File: src/verilog/cbmc_pkg.sv
// shared constants and types for the core buffer memory cycle controller
package cbmc_pkg;
  // cycle counts at 20 MHz from nanosecond figures; least times round up
  localparam int CLK_NS       = 50;
  localparam int RU           = CLK_NS - 1;
  localparam int PULSE_CYC    = 750 / CLK_NS;          // inside the 0.5..1.0 us window
  localparam int SETUP_CYC    = (250 + RU) / CLK_NS;   // levels before strobe
  localparam int PRECLR_CYC   = (1000 + RU) / CLK_NS;  // latch clear ahead of transfer
  localparam int MODE_SU_CYC  = (500 + RU) / CLK_NS;   // cycle kind ahead of origin
  localparam int MODE_HD_CYC  = (4000 + RU) / CLK_NS;  // cycle kind held after origin
  localparam int DIR_SU_CYC   = (4500 + RU) / CLK_NS;  // direction ahead of count pulse
  localparam int BUF_CYC      = (5000 + RU) / CLK_NS;
  localparam int MEM_CYC      = (8000 + RU) / CLK_NS;
  localparam int DVALID_CYC   = (4000 + RU) / CLK_NS;
  localparam int SYNC_LAG     = 4;                     // three-flop input path plus output flop
  localparam int QUIET_CYC    = (25000 + RU) / CLK_NS;
  localparam int BCLR_GAP_CYC = (100000 + RU) / CLK_NS;
  localparam int BCLR_WIN_CYC = (10000000 + RU) / CLK_NS;
  localparam int BCLR_MAX     = 40;
  // register byte offsets
  localparam logic [7:0] OFS_CTRL   = 8'h00;
  localparam logic [7:0] OFS_ADDR   = 8'h04;
  localparam logic [7:0] OFS_WDATA  = 8'h08;
  localparam logic [7:0] OFS_STATUS = 8'h0C;
  localparam logic [7:0] OFS_RADDR  = 8'h10;
  localparam logic [7:0] OFS_RDATA  = 8'h14;
  // control word fields
  localparam int CF_GO     = 0;   // write 1 starts the operation
  localparam int CF_OP_LO  = 1;   // 3-bit operation code
  localparam int CF_KIND   = 4;   // cycle_kind_select level
  localparam int CF_FWD    = 5;
  localparam int CF_REV    = 6;
  localparam int CF_SEQ    = 7;   // count pulse instead of address strobe
  localparam int CF_SINGLE = 8;   // single-ended inputs: pre-clear latches
  localparam logic [1:0] RESP_OKAY   = 2'h0;
  localparam logic [1:0] RESP_SLVERR = 2'h2;
  typedef enum logic [2:0] {
    CBMC_OP_WRITE = 3'h0, CBMC_OP_READ = 3'h1, CBMC_OP_SWAP = 3'h2,
    CBMC_OP_BCLR = 3'h3
  } cbmc_op_t;
  // gray codes along idle, preclear, setup, pulse, cycle, quiet
  typedef enum logic [2:0] {
    CBMC_IDLE = 3'b000, CBMC_PRECLR = 3'b001, CBMC_SETUP = 3'b011,
    CBMC_PULSE = 3'b010, CBMC_CYCLE = 3'b110, CBMC_QUIET = 3'b111
  } cbmc_state_t;
endpackage

File: src/verilog/cbmc_cmd_if.sv
// command and status carrier between bus slave and sequencer
`timescale 1ns/1ps
`default_nettype none
interface cbmc_cmd_if;
  import cbmc_pkg::*;
  logic        go;
  logic [31:0] ctrl;
  logic [31:0] addr;
  logic [31:0] wdata;
  logic        busy;
  logic        refused;
  logic [31:0] status;
  logic [31:0] raddr;
  logic [31:0] rdata;
  modport bus (output go, ctrl, addr, wdata, input busy, refused, status, raddr, rdata);
  modport seq (input go, ctrl, addr, wdata, output busy, refused, status, raddr, rdata);
endinterface
`default_nettype wire

File: src/verilog/cbmc_top.sv
// host controller sequencing cycles on the core buffer memory unit
// Overview of operation
// - random write uses address, strobes, data, trigger
// - sequential write sends count pulse instead
// - write trigger with kind line: clear/write
// - read trigger with kind line: read/restore
// - every control pulse lasts 0.5 to 1.0 us
// - single-ended inputs: clear latch 1 us before
// - strobes and count pulses no later than origin
// - levels stable 0.25 us before strobe
// - next strobe not before end minus 0.5 us
// - kind line set 0.5 us before, held 4 us
// - direction settled 4.5 us before count pulse
// - buffer clear after cycle end, then 25 us quiet
// - buffer clears 100 us apart, 40 per 10 ms
`timescale 1ns/1ps
`default_nettype none
module cbmc_top #(
  parameter int AW            = 10,  // address latch width, 7..10
  parameter int DW            = 24,  // word width, 4..24
  parameter int QUIET_CYCLES  = cbmc_pkg::QUIET_CYC,
  parameter int GAP_CYCLES    = cbmc_pkg::BCLR_GAP_CYC,
  parameter int WINDOW_CYCLES = cbmc_pkg::BCLR_WIN_CYC
) (
  input  wire logic          aclk,
  input  wire logic          aresetn,
  // axi4-lite slave
  input  wire logic [7:0]    s_axi_awaddr,
  input  wire logic          s_axi_awvalid,
  output logic               s_axi_awready,
  input  wire logic [31:0]   s_axi_wdata,
  input  wire logic [3:0]    s_axi_wstrb,
  input  wire logic          s_axi_wvalid,
  output logic               s_axi_wready,
  output logic [1:0]         s_axi_bresp,
  output logic               s_axi_bvalid,
  input  wire logic          s_axi_bready,
  input  wire logic [7:0]    s_axi_araddr,
  input  wire logic          s_axi_arvalid,
  output logic               s_axi_arready,
  output logic [31:0]        s_axi_rdata,
  output logic [1:0]         s_axi_rresp,
  output logic               s_axi_rvalid,
  input  wire logic          s_axi_rready,
  // unit pins
  output logic [AW-1:0]      addr_level,
  output logic               addr_strobe,
  output logic               addr_clear,
  output logic [DW-1:0]      data_level,
  output logic               info_strobe,
  output logic               word_clear,
  output logic               write_trigger,
  output logic               read_trigger,
  output logic               cycle_kind_select,
  output logic               buffer_clear,
  output logic               dir_forward,
  output logic               dir_reverse,
  output logic               count_pulse,
  output logic               swap_pulse,
  input  wire logic [AW-1:0] addr_out,
  input  wire logic [DW-1:0] data_out,
  input  wire logic [1:0]    unit_state_lines
);
  import cbmc_pkg::*;
  cbmc_cmd_if cmd ();
  logic [AW-1:0] addr_s;
  logic [DW-1:0] data_s;
  logic [1:0]    ust_s;
  // pins from the unit are asynchronous to aclk
  cbmc_sync3 #(.W(AW + DW + 2)) u_sync (
    .aclk    (aclk),
    .aresetn (aresetn),
    .d       ({addr_out, data_out, unit_state_lines}),
    .q       ({addr_s, data_s, ust_s})
  );
  // axi4-lite slave
  logic [7:0]  awaddr_reg;
  logic [31:0] wdata_reg, ctrl_reg, addr_reg, wd_reg, wmask;
  logic [3:0]  wstrb_reg;
  logic        aw_held_reg, w_held_reg, go_reg, wr_do, wr_err;
  assign s_axi_awready = !aw_held_reg && !s_axi_bvalid;
  assign s_axi_wready  = !w_held_reg && !s_axi_bvalid;
  assign wr_do         = aw_held_reg && w_held_reg && !s_axi_bvalid;

  // hold address and data until both have arrived, either order
  always_ff @(posedge aclk) begin
    if (!aresetn) begin
      aw_held_reg <= 1'b0;
      w_held_reg  <= 1'b0;
      awaddr_reg  <= 8'h00;
      wdata_reg   <= 32'h0000_0000;
      wstrb_reg   <= 4'h0;
    end else begin
      if (s_axi_awvalid && s_axi_awready) begin
        aw_held_reg <= 1'b1;
        awaddr_reg  <= s_axi_awaddr;
      end else if (wr_do) begin
        aw_held_reg <= 1'b0;
      end
      if (s_axi_wvalid && s_axi_wready) begin
        w_held_reg <= 1'b1;
        wdata_reg  <= s_axi_wdata;
        wstrb_reg  <= s_axi_wstrb;
      end else if (wr_do) begin
        w_held_reg <= 1'b0;
      end
    end
  end
  // byte-lane mask for writable registers
  assign wmask = {{8{wstrb_reg[3]}}, {8{wstrb_reg[2]}}, {8{wstrb_reg[1]}}, {8{wstrb_reg[0]}}};
  always_comb begin
    if (awaddr_reg == OFS_CTRL || awaddr_reg == OFS_ADDR || awaddr_reg == OFS_WDATA) begin
      wr_err = 1'b0;
    end else begin
      wr_err = 1'b1;
    end
  end
  // register writes; go pulses one cycle when ctrl bit 0 written to 1
  always_ff @(posedge aclk) begin
    if (!aresetn) begin
      ctrl_reg     <= 32'h0000_0000;
      addr_reg     <= 32'h0000_0000;
      wd_reg       <= 32'h0000_0000;
      go_reg       <= 1'b0;
      s_axi_bvalid <= 1'b0;
      s_axi_bresp  <= RESP_OKAY;
    end else begin
      go_reg <= 1'b0;
      if (wr_do) begin
        s_axi_bvalid <= 1'b1;
        s_axi_bresp  <= wr_err ? RESP_SLVERR : RESP_OKAY;
        if (awaddr_reg == OFS_CTRL) begin
          ctrl_reg <= ((ctrl_reg & ~wmask) | (wdata_reg & wmask)) & 32'h0000_01FE;
          go_reg   <= wstrb_reg[0] && wdata_reg[CF_GO];
        end else if (awaddr_reg == OFS_ADDR) begin
          addr_reg <= (addr_reg & ~wmask) | (wdata_reg & wmask);
        end else if (awaddr_reg == OFS_WDATA) begin
          wd_reg <= (wd_reg & ~wmask) | (wdata_reg & wmask);
        end
      end else if (s_axi_bvalid && s_axi_bready) begin
        s_axi_bvalid <= 1'b0;
      end
    end
  end
  assign s_axi_arready = !s_axi_rvalid;
  // reads answer one cycle after the address is taken
  always_ff @(posedge aclk) begin
    if (!aresetn) begin
      s_axi_rvalid <= 1'b0;
      s_axi_rdata  <= 32'h0000_0000;
      s_axi_rresp  <= RESP_OKAY;
    end else if (s_axi_arvalid && s_axi_arready) begin
      s_axi_rvalid <= 1'b1;
      s_axi_rresp  <= RESP_OKAY;
      if (s_axi_araddr == OFS_CTRL) begin
        s_axi_rdata <= ctrl_reg;
      end else if (s_axi_araddr == OFS_ADDR) begin
        s_axi_rdata <= addr_reg;
      end else if (s_axi_araddr == OFS_WDATA) begin
        s_axi_rdata <= wd_reg;
      end else if (s_axi_araddr == OFS_STATUS) begin
        s_axi_rdata <= cmd.status;
      end else if (s_axi_araddr == OFS_RADDR) begin
        s_axi_rdata <= cmd.raddr;
      end else if (s_axi_araddr == OFS_RDATA) begin
        s_axi_rdata <= cmd.rdata;
      end else begin
        s_axi_rdata <= 32'h0000_0000;
        s_axi_rresp <= RESP_SLVERR;
      end
    end else if (s_axi_rvalid && s_axi_rready) begin
      s_axi_rvalid <= 1'b0;
    end
  end
  assign cmd.go    = go_reg;
  assign cmd.ctrl  = ctrl_reg;
  assign cmd.addr  = addr_reg;
  assign cmd.wdata = wd_reg;
  // cycle sequencer
  cbmc_state_t   state_reg;
  logic [23:0]   cnt_reg;          // cycles left in current phase
  logic [23:0]   since_reg;        // cycles since last direction or kind change
  logic [23:0]   gap_reg, win_reg; // since last buffer clear; budget window
  logic [5:0]    nclr_reg;         // clears in current window
  cbmc_op_t      op_reg, op_in;
  logic          mem_reg, seq_reg, refused_reg, done_reg, dir_chg, start_ok, both_dir;
  logic [AW-1:0] raddr_reg;
  logic [DW-1:0] rdata_reg;
  assign op_in    = cbmc_op_t'(cmd.ctrl[CF_OP_LO +: 3]);
  assign both_dir = cmd.ctrl[CF_FWD] && cmd.ctrl[CF_REV];
  assign dir_chg  = (cmd.ctrl[CF_FWD] != dir_forward) || (cmd.ctrl[CF_REV] != dir_reverse)
                    || (cmd.ctrl[CF_KIND] != cycle_kind_select);
  // a buffer clear needs spacing and budget; counting or swap is refused with both directions set
  always_comb begin
    start_ok = 1'b1;
    if (op_in == CBMC_OP_BCLR) begin
      start_ok = (gap_reg >= 24'(GAP_CYCLES)) && (nclr_reg < 6'(BCLR_MAX));
    end else if (both_dir && (cmd.ctrl[CF_SEQ] || op_in == CBMC_OP_SWAP)) begin
      start_ok = 1'b0;
    end
  end

  // kind and direction levels follow ctrl only while idle
  always_ff @(posedge aclk) begin
    if (!aresetn) begin
      dir_forward       <= 1'b0;
      dir_reverse       <= 1'b0;
      cycle_kind_select <= 1'b0;
      since_reg         <= 24'h00_0000;
    end else if (state_reg == CBMC_IDLE && dir_chg) begin
      dir_forward       <= cmd.ctrl[CF_FWD];
      dir_reverse       <= cmd.ctrl[CF_REV];
      cycle_kind_select <= cmd.ctrl[CF_KIND];
      since_reg         <= 24'h00_0000;
    end else if (since_reg != 24'hFF_FFFF) begin
      since_reg <= since_reg + 24'h00_0001;
    end
  end

  // main sequence: preclear, setup, pulse at origin, then cycle, or quiet for a buffer clear
  always_ff @(posedge aclk) begin
    if (!aresetn) begin
      state_reg   <= CBMC_IDLE;
      cnt_reg     <= 24'h00_0000;
      op_reg      <= CBMC_OP_WRITE;
      mem_reg     <= 1'b0;
      seq_reg     <= 1'b0;
      refused_reg <= 1'b0;
      done_reg    <= 1'b0;
      addr_level  <= '0;
      data_level  <= '0;
    end else begin
      if (cnt_reg != 24'h00_0000) begin
        cnt_reg <= cnt_reg - 24'h00_0001;
      end
      case (state_reg)
        CBMC_IDLE: begin
          if (cmd.go) begin
            if (!start_ok) begin
              refused_reg <= 1'b1;
            end else begin
              refused_reg <= 1'b0;
              done_reg    <= 1'b0;
              op_reg      <= op_in;
              mem_reg     <= cmd.ctrl[CF_KIND];
              seq_reg     <= cmd.ctrl[CF_SEQ];
              addr_level  <= cmd.addr[AW-1:0];
              data_level  <= cmd.wdata[DW-1:0];
              if (cmd.ctrl[CF_SINGLE]) begin
                state_reg <= CBMC_PRECLR;
                cnt_reg   <= 24'(PRECLR_CYC);
              end else begin
                state_reg <= CBMC_SETUP;
                cnt_reg   <= 24'(SETUP_CYC);
              end
            end
          end
        end
        CBMC_PRECLR: begin
          if (cnt_reg <= 24'h00_0001) begin
            state_reg <= CBMC_SETUP;
            cnt_reg   <= 24'(SETUP_CYC);
          end
        end
        CBMC_SETUP: begin
          // hold until levels, kind line and direction have settled
          if (cnt_reg <= 24'h00_0001 && since_reg >= 24'(DIR_SU_CYC)) begin
            state_reg <= CBMC_PULSE;
            cnt_reg   <= 24'(PULSE_CYC);
          end
        end
        CBMC_PULSE: begin
          if (cnt_reg <= 24'h00_0001 && op_reg == CBMC_OP_BCLR) begin
            state_reg <= CBMC_QUIET;
            cnt_reg   <= 24'(QUIET_CYCLES);
          end else if (cnt_reg <= 24'h00_0001) begin
            state_reg <= CBMC_CYCLE;
            // cycle counted from origin, pulse time already spent
            cnt_reg   <= 24'((mem_reg ? MEM_CYC : BUF_CYC) - PULSE_CYC);
          end
        end
        CBMC_CYCLE: begin
          // outputs taken 4 us after origin plus the synchroniser lag
          if (cnt_reg == 24'((mem_reg ? MEM_CYC : BUF_CYC) - DVALID_CYC - SYNC_LAG)) begin
            rdata_reg <= data_s;
            raddr_reg <= addr_s;
          end
          if (cnt_reg <= 24'h00_0001) begin
            state_reg <= CBMC_IDLE;
            done_reg  <= 1'b1;
          end
        end
        CBMC_QUIET: begin
          if (cnt_reg <= 24'h00_0001) begin
            state_reg <= CBMC_IDLE;
            done_reg  <= 1'b1;
          end
        end
        default: state_reg <= CBMC_IDLE;
      endcase
    end
  end

  // buffer clear spacing and per-window budget
  always_ff @(posedge aclk) begin
    if (!aresetn) begin
      gap_reg  <= 24'(GAP_CYCLES);
      win_reg  <= 24'h00_0000;
      nclr_reg <= 6'h00;
    end else begin
      if (state_reg == CBMC_PULSE && op_reg == CBMC_OP_BCLR && cnt_reg == 24'(PULSE_CYC)) begin
        gap_reg <= 24'h00_0000;
      end else if (gap_reg < 24'(GAP_CYCLES)) begin
        gap_reg <= gap_reg + 24'h00_0001;
      end
      // fixed windows are looser than a sliding one if clears bunch at an edge
      if (win_reg >= 24'(WINDOW_CYCLES - 1)) begin
        win_reg  <= 24'h00_0000;
        nclr_reg <= 6'h00;
      end else begin
        win_reg <= win_reg + 24'h00_0001;
        if (state_reg == CBMC_PULSE && op_reg == CBMC_OP_BCLR && cnt_reg == 24'(PULSE_CYC)) begin
          nclr_reg <= nclr_reg + 6'h01;
        end
      end
    end
  end

  // pulse pins, active during PULSE except the two clears, which are active during PRECLR (word_clear for writes only)
  logic pulsing;
  assign pulsing       = (state_reg == CBMC_PULSE);
  assign addr_clear    = (state_reg == CBMC_PRECLR);
  assign word_clear    = (state_reg == CBMC_PRECLR) && (op_reg == CBMC_OP_WRITE);
  assign write_trigger = pulsing && (op_reg == CBMC_OP_WRITE);
  assign read_trigger  = pulsing && (op_reg == CBMC_OP_READ);
  assign addr_strobe   = pulsing && !seq_reg
                         && (op_reg == CBMC_OP_WRITE || op_reg == CBMC_OP_READ);
  assign info_strobe   = pulsing && (op_reg == CBMC_OP_WRITE);
  assign count_pulse   = pulsing && seq_reg
                         && (op_reg == CBMC_OP_WRITE || op_reg == CBMC_OP_READ);
  assign swap_pulse    = pulsing && (op_reg == CBMC_OP_SWAP);
  assign buffer_clear  = pulsing && (op_reg == CBMC_OP_BCLR);

  assign cmd.busy    = (state_reg != CBMC_IDLE);
  assign cmd.refused = refused_reg;
  assign cmd.status  = {24'h00_0000, 2'b00, ust_s, refused_reg, done_reg,
                        nclr_reg == 6'(BCLR_MAX), cmd.busy};
  assign cmd.raddr   = 32'(raddr_reg);
  assign cmd.rdata   = 32'(rdata_reg);
endmodule
`default_nettype wire

File: src/verilog/cbmc_sync3.sv
// three-stage input synchroniser, change accepted when stages two and three agree
`timescale 1ns/1ps
`default_nettype none
module cbmc_sync3 #(
  parameter int W = 1
) (
  input  wire logic         aclk,
  input  wire logic         aresetn,
  input  wire logic [W-1:0] d,
  output logic [W-1:0]      q
);
  logic [W-1:0] s1_reg;
  logic [W-1:0] s2_reg;
  logic [W-1:0] s3_reg;
  // s1 feeds only s2
  always_ff @(posedge aclk) begin
    if (!aresetn) begin
      s1_reg <= '0;
      s2_reg <= '0;
      s3_reg <= '0;
      q      <= '0;
    end else begin
      s1_reg <= d;
      s2_reg <= s1_reg;
      s3_reg <= s2_reg;
      for (int i = 0; i < W; i++) begin
        if (s2_reg[i] == s3_reg[i]) begin
          q[i] <= s3_reg[i];
        end
      end
    end
  end
endmodule
`default_nettype wire

File: config.mk
export PLATFORM = sky130hd
export DESIGN_NAME = cbmc_top
export DESIGN_NICKNAME = d
export VERILOG_FILES = /design/src/verilog/cbmc_pkg.sv /design/src/verilog/cbmc_cmd_if.sv /design/src/verilog/cbmc_top.sv /design/src/verilog/cbmc_sync3.sv
export SDC_FILE = /design/constraint.sdc
export NUM_CORES = 1
export LEC_CHECK = 0
export BUFFER_PORTS_ARGS = -buffer_cell sky130_fd_sc_hd__buf_4
export CAP_MARGIN = 20
export CORE_MARGIN = 2
export CORE_UTILIZATION = 50
export DETAILED_ROUTE_END_ITERATION = 10
export PLACE_DENSITY_LB_ADDON = 0.05
export SLEW_MARGIN = 20
export SYNTH_ARGS = -nofsm -noshare
export SYNTH_HDL_FRONTEND = slang
export SYNTH_SLANG_ARGS = --single-unit
File: constraint.sdc
create_clock -name aclk -period 4 [get_ports aclk]
set_clock_uncertainty 0.15 [all_clocks]
set_input_delay 0.4 -clock aclk [delete_from_list [all_inputs] [get_ports aclk]]
set_output_delay 0.4 -clock aclk [all_outputs]
set_load 0.01 [all_outputs]
==> out/qor.yml <==
final_layout:
  nets: 2286
  final_util: 0.626
  drive_gt1_frac: 0.144
  layout_common_cells: "448 x dfxtp_1, 394 x nand2_1, 207 x a21oi_1"
  insertedDiodeCount: 0
  fin_cells: 2683
  syn2layout_area_growth_pct: 23.3
  fill_cells: 2990
  final_common_cell: "dfxtp_1"
critical_path:
  r2r_start: "cnt_reg[14]"
  worst-path-max-fanout: 17
  critPathKind: "flop to flop"
  r2r_cells: 6
  critPathLaunchType: "flop"
  crit_path_end_kind: "flop"
  rr_endpoint: "cnt_reg[6]"
  r2r_slack_ns: 1.08
  critical_path_required_ns: 4.28
  cp.arrival_ns: 3.20
power:
  comb_power_share: 0.165
  p_per_area_mw_per_mm2: 541
  clock_power_share: 0.395
  peakVddDrop_mv: 0.398
  internal-power_mw: 8.76
  p_leak_nw: 8.37
  p_switching_mw: 3.26
  switching_share: 0.271
  pwr-share-seq: 0.440
logic_synthesis:
  synth_warnings: 0
  synth_area_leader_cell: "dfxtp_1"
  synthArstFlopShare: 0
  ys.flop_type: "dfxtp_1"
  synth-edff-count: 34
  syn_area_per_cell_sq_um: 9.24
  ys_seq_area_frac: 0.555
  synth_cell_types: 85
  synth-seq-cells: 482
  synthTopCellsByArea: "dfxtp_1 50%, nand2_1 8.2%, a21oi_1 5.8%, edfxtp_1 5.7%, and2_1 4.8%"
  synthDominantCellAreaShare: 0.498
  netlist_instances: 1948
  synthesis.area_sq_mm: 0.0180
detailed_routing:
  drc: 0
  ant_nets: 0
  drtPass1Iterations: 8
  vias: 14200
  via_per_inst: 5.31
  routed_wl_mm: 44.0
  wl_per_cell_um: 16.4
  drt_iter0_drc: 878
sta:
  max-slew-margin-rel: 0.298
  hold_viol: 0
  min_period_over_period: 0.730
  finalSetupViolCount: 0
  slew_violations: 0
  min_period_ns: 2.92
  rsz0062_at_grt: "false"
  tightest_slew_ns: 1.05
  fin_tns_setup_ns: 0
  setup_ws_ns: 1.08
  max_freq_mhz: 342
run:
  maxCapViolCount: 0
global_routing:
  grt_overflow: 0
  grtUsageTotal: 0.231
  grt_max_degree: 126
  antenna_found_initial: 0
  grt_pass1_wl_mm: 71.1
  grt_pass1_vias: 13600
status:
  status: "finished clean"
clock_network:
  clock-sinks: 482
  cts_tree: "done"
  h-tree-depth: 2
  clockBufferDepth: 3
  clkLatencyLatePin_ns: 0.58
  cts_buffers: 49
  postCtsSetupBuffers: 0
  clockRootBuffer: "clkbuf_16"
  path_clk_slew_ns: 0.06
worst_hold_path:
  min_from: "s_axi_wstrb[1]"
  hold_depth: 3
  hp-class: "primary input to flop"
  worstHoldEndpoint: "wstrb_reg[1]"
placed_design:
  place_inst: 2506
  io_buffers: 179
  pre_cts_ws_ns: 0.956
  hpwl_mm: 29.5
  gp_congestion: 0.867
die:
  die_h_um: 194
  die-area_sq_mm: 0.0375
  start_util: 0.507
  core-area_sq_mm: 0.0355
  die_x_um: 194
  num_io_pins: 182
  rows: 69
-- how the worst max path moves through the flow --
| stage | startpoint | to | slack (ns) | depth (start not counted) |
|---|---|---|---|---|
| after CTS | cnt_reg[15] | nclr_reg[5] | 1.10 | 7 |
| after global placement | s_axi_araddr[7] | s_axi_rdata[24] | 1.01 | 7 |
| after global routing | cnt_reg[15] | nclr_reg[4] | 0.89 | 7 |
| final | cnt_reg[14] | cnt_reg[6] | 1.08 | 6 |
| after detailed placement | s_axi_araddr[7] | s_axi_rdata[31] | 0.96 | 7 |
| after floorplan | cnt_reg[15] | raddr_reg[0] | 0.86 | 4 |
-- layout make-up --
cell class / count / area [sq um] / area share
clock buffer: 77 / 1440 / 0.0650
timing repair buffer: 281 / 2320 / 0.105
multi-input combinational: 1344 / 7520 / 0.339
inverter: 23 / 93.8 / 0.00423
sequential: 482 / 9990 / 0.450
clock inverter: 15 / 255 / 0.0115
tap: 461 / 577 / 0.0260
-- Yosys cell counts, types with 4 or more instances --
cell type / number
o21a_1: 4
o31ai_1: 6
o21ai_0: 66
nand2b_1: 5
a222oi_1: 19
inv_1: 22
xor2_1: 50
and4_1: 9
edfxtp_1: 34
nand2_1: 394
nor2_1: 122
a221oi_1: 13
or3_1: 6
buf_4: 6
a21oi_1: 208
nor4_1: 13
clkbuf_1: 81
nand4_1: 26
ha_1: 10
o211ai_1: 4
nor3_1: 32
a211oi_1: 23
nor3_2: 12
and2_1: 137
buf_2: 11
buf_6: 5
and3_1: 15
nor2b_1: 7
xnor2_1: 21
mux2i_1: 15
nand3_1: 32
a31oi_1: 9
dfxtp_1: 448
-- metrics by stage --
| step | hold slack, ns | power, mW | cell area [sq um] |
|---|---|---|---|
| finish | 0.0485 | 12.0 | 22200 |
| global route | 0.0324 | 12.5 | 22200 |
| CTS | 0.0298 | 12.1 | 22200 |
| detailed placement | 0.267 | 7.29 | 19600 |
| global placement | 0.265 | 7.27 | 19600 |
| floorplan | 0.262 | 6.83 | 18000 |
-- layer usage --
metal / up-vias / routed length (um) / global-route usage
li1: 7135 / - / -
met1: 6652 / 20100 / 0.310
met2: 378 / 20200 / 0.374
met3: 79 / 2360 / 0.0391
met4: 0 / 1340 / 0.0874
met5: - / 0 / 0
-- logic make-up (layout without fill, tap and decap cells) --
kind of cell | after synthesis | in the layout | synth area share
AO/OA/AOI/OAI | 389 | 389 | 0.130
XOR/XNOR | 71 | 71 | 0.0345
adder cells (fa/ha/maj) | 10 | 10 | 0.00695
buffers and inverters | 129 | 396 | 0.0310
flip-flops | 482 | 482 | 0.555
multiplexers | 17 | 17 | 0.00959
other | 1 | 8 | 0.000208
AND/OR/NAND/NOR | 849 | 849 | 0.232
-- power by group through the flow --
| stage | sequential (mW) | combinational, mW | clock [mW] |
|---|---|---|---|
| 5_1_grt | 5.31 | 2.19 | 5.04 |
| 6_report | 5.28 | 1.98 | 4.74 |
| 4_1_cts | 5.28 | 1.98 | 4.85 |
| 3_5_place_dp | 5.39 | 1.90 | 0 |
| 2_1_floorplan | 5.30 | 1.53 | 0 |
| 3_3_place_gp | 5.38 | 1.88 | 0 |
-- worst max-delay path, cell delays in order, from the launching register on --
cell,delay (ns)
dfxtp_1,0.34
nor4_2,0.50
nand4_2,0.52
a211oi_2,0.41
o221ai_2,0.17
a21oi_4,0.54
o31ai_1,0.14
-- repair_timing --
action | 4_1_cts | 5_1_grt
hold endpoints to repair | 84 | 0
hold buffers | 85 | 0
gates resized for setup | 0 | 0
Power figures use the tool's default switching activity.
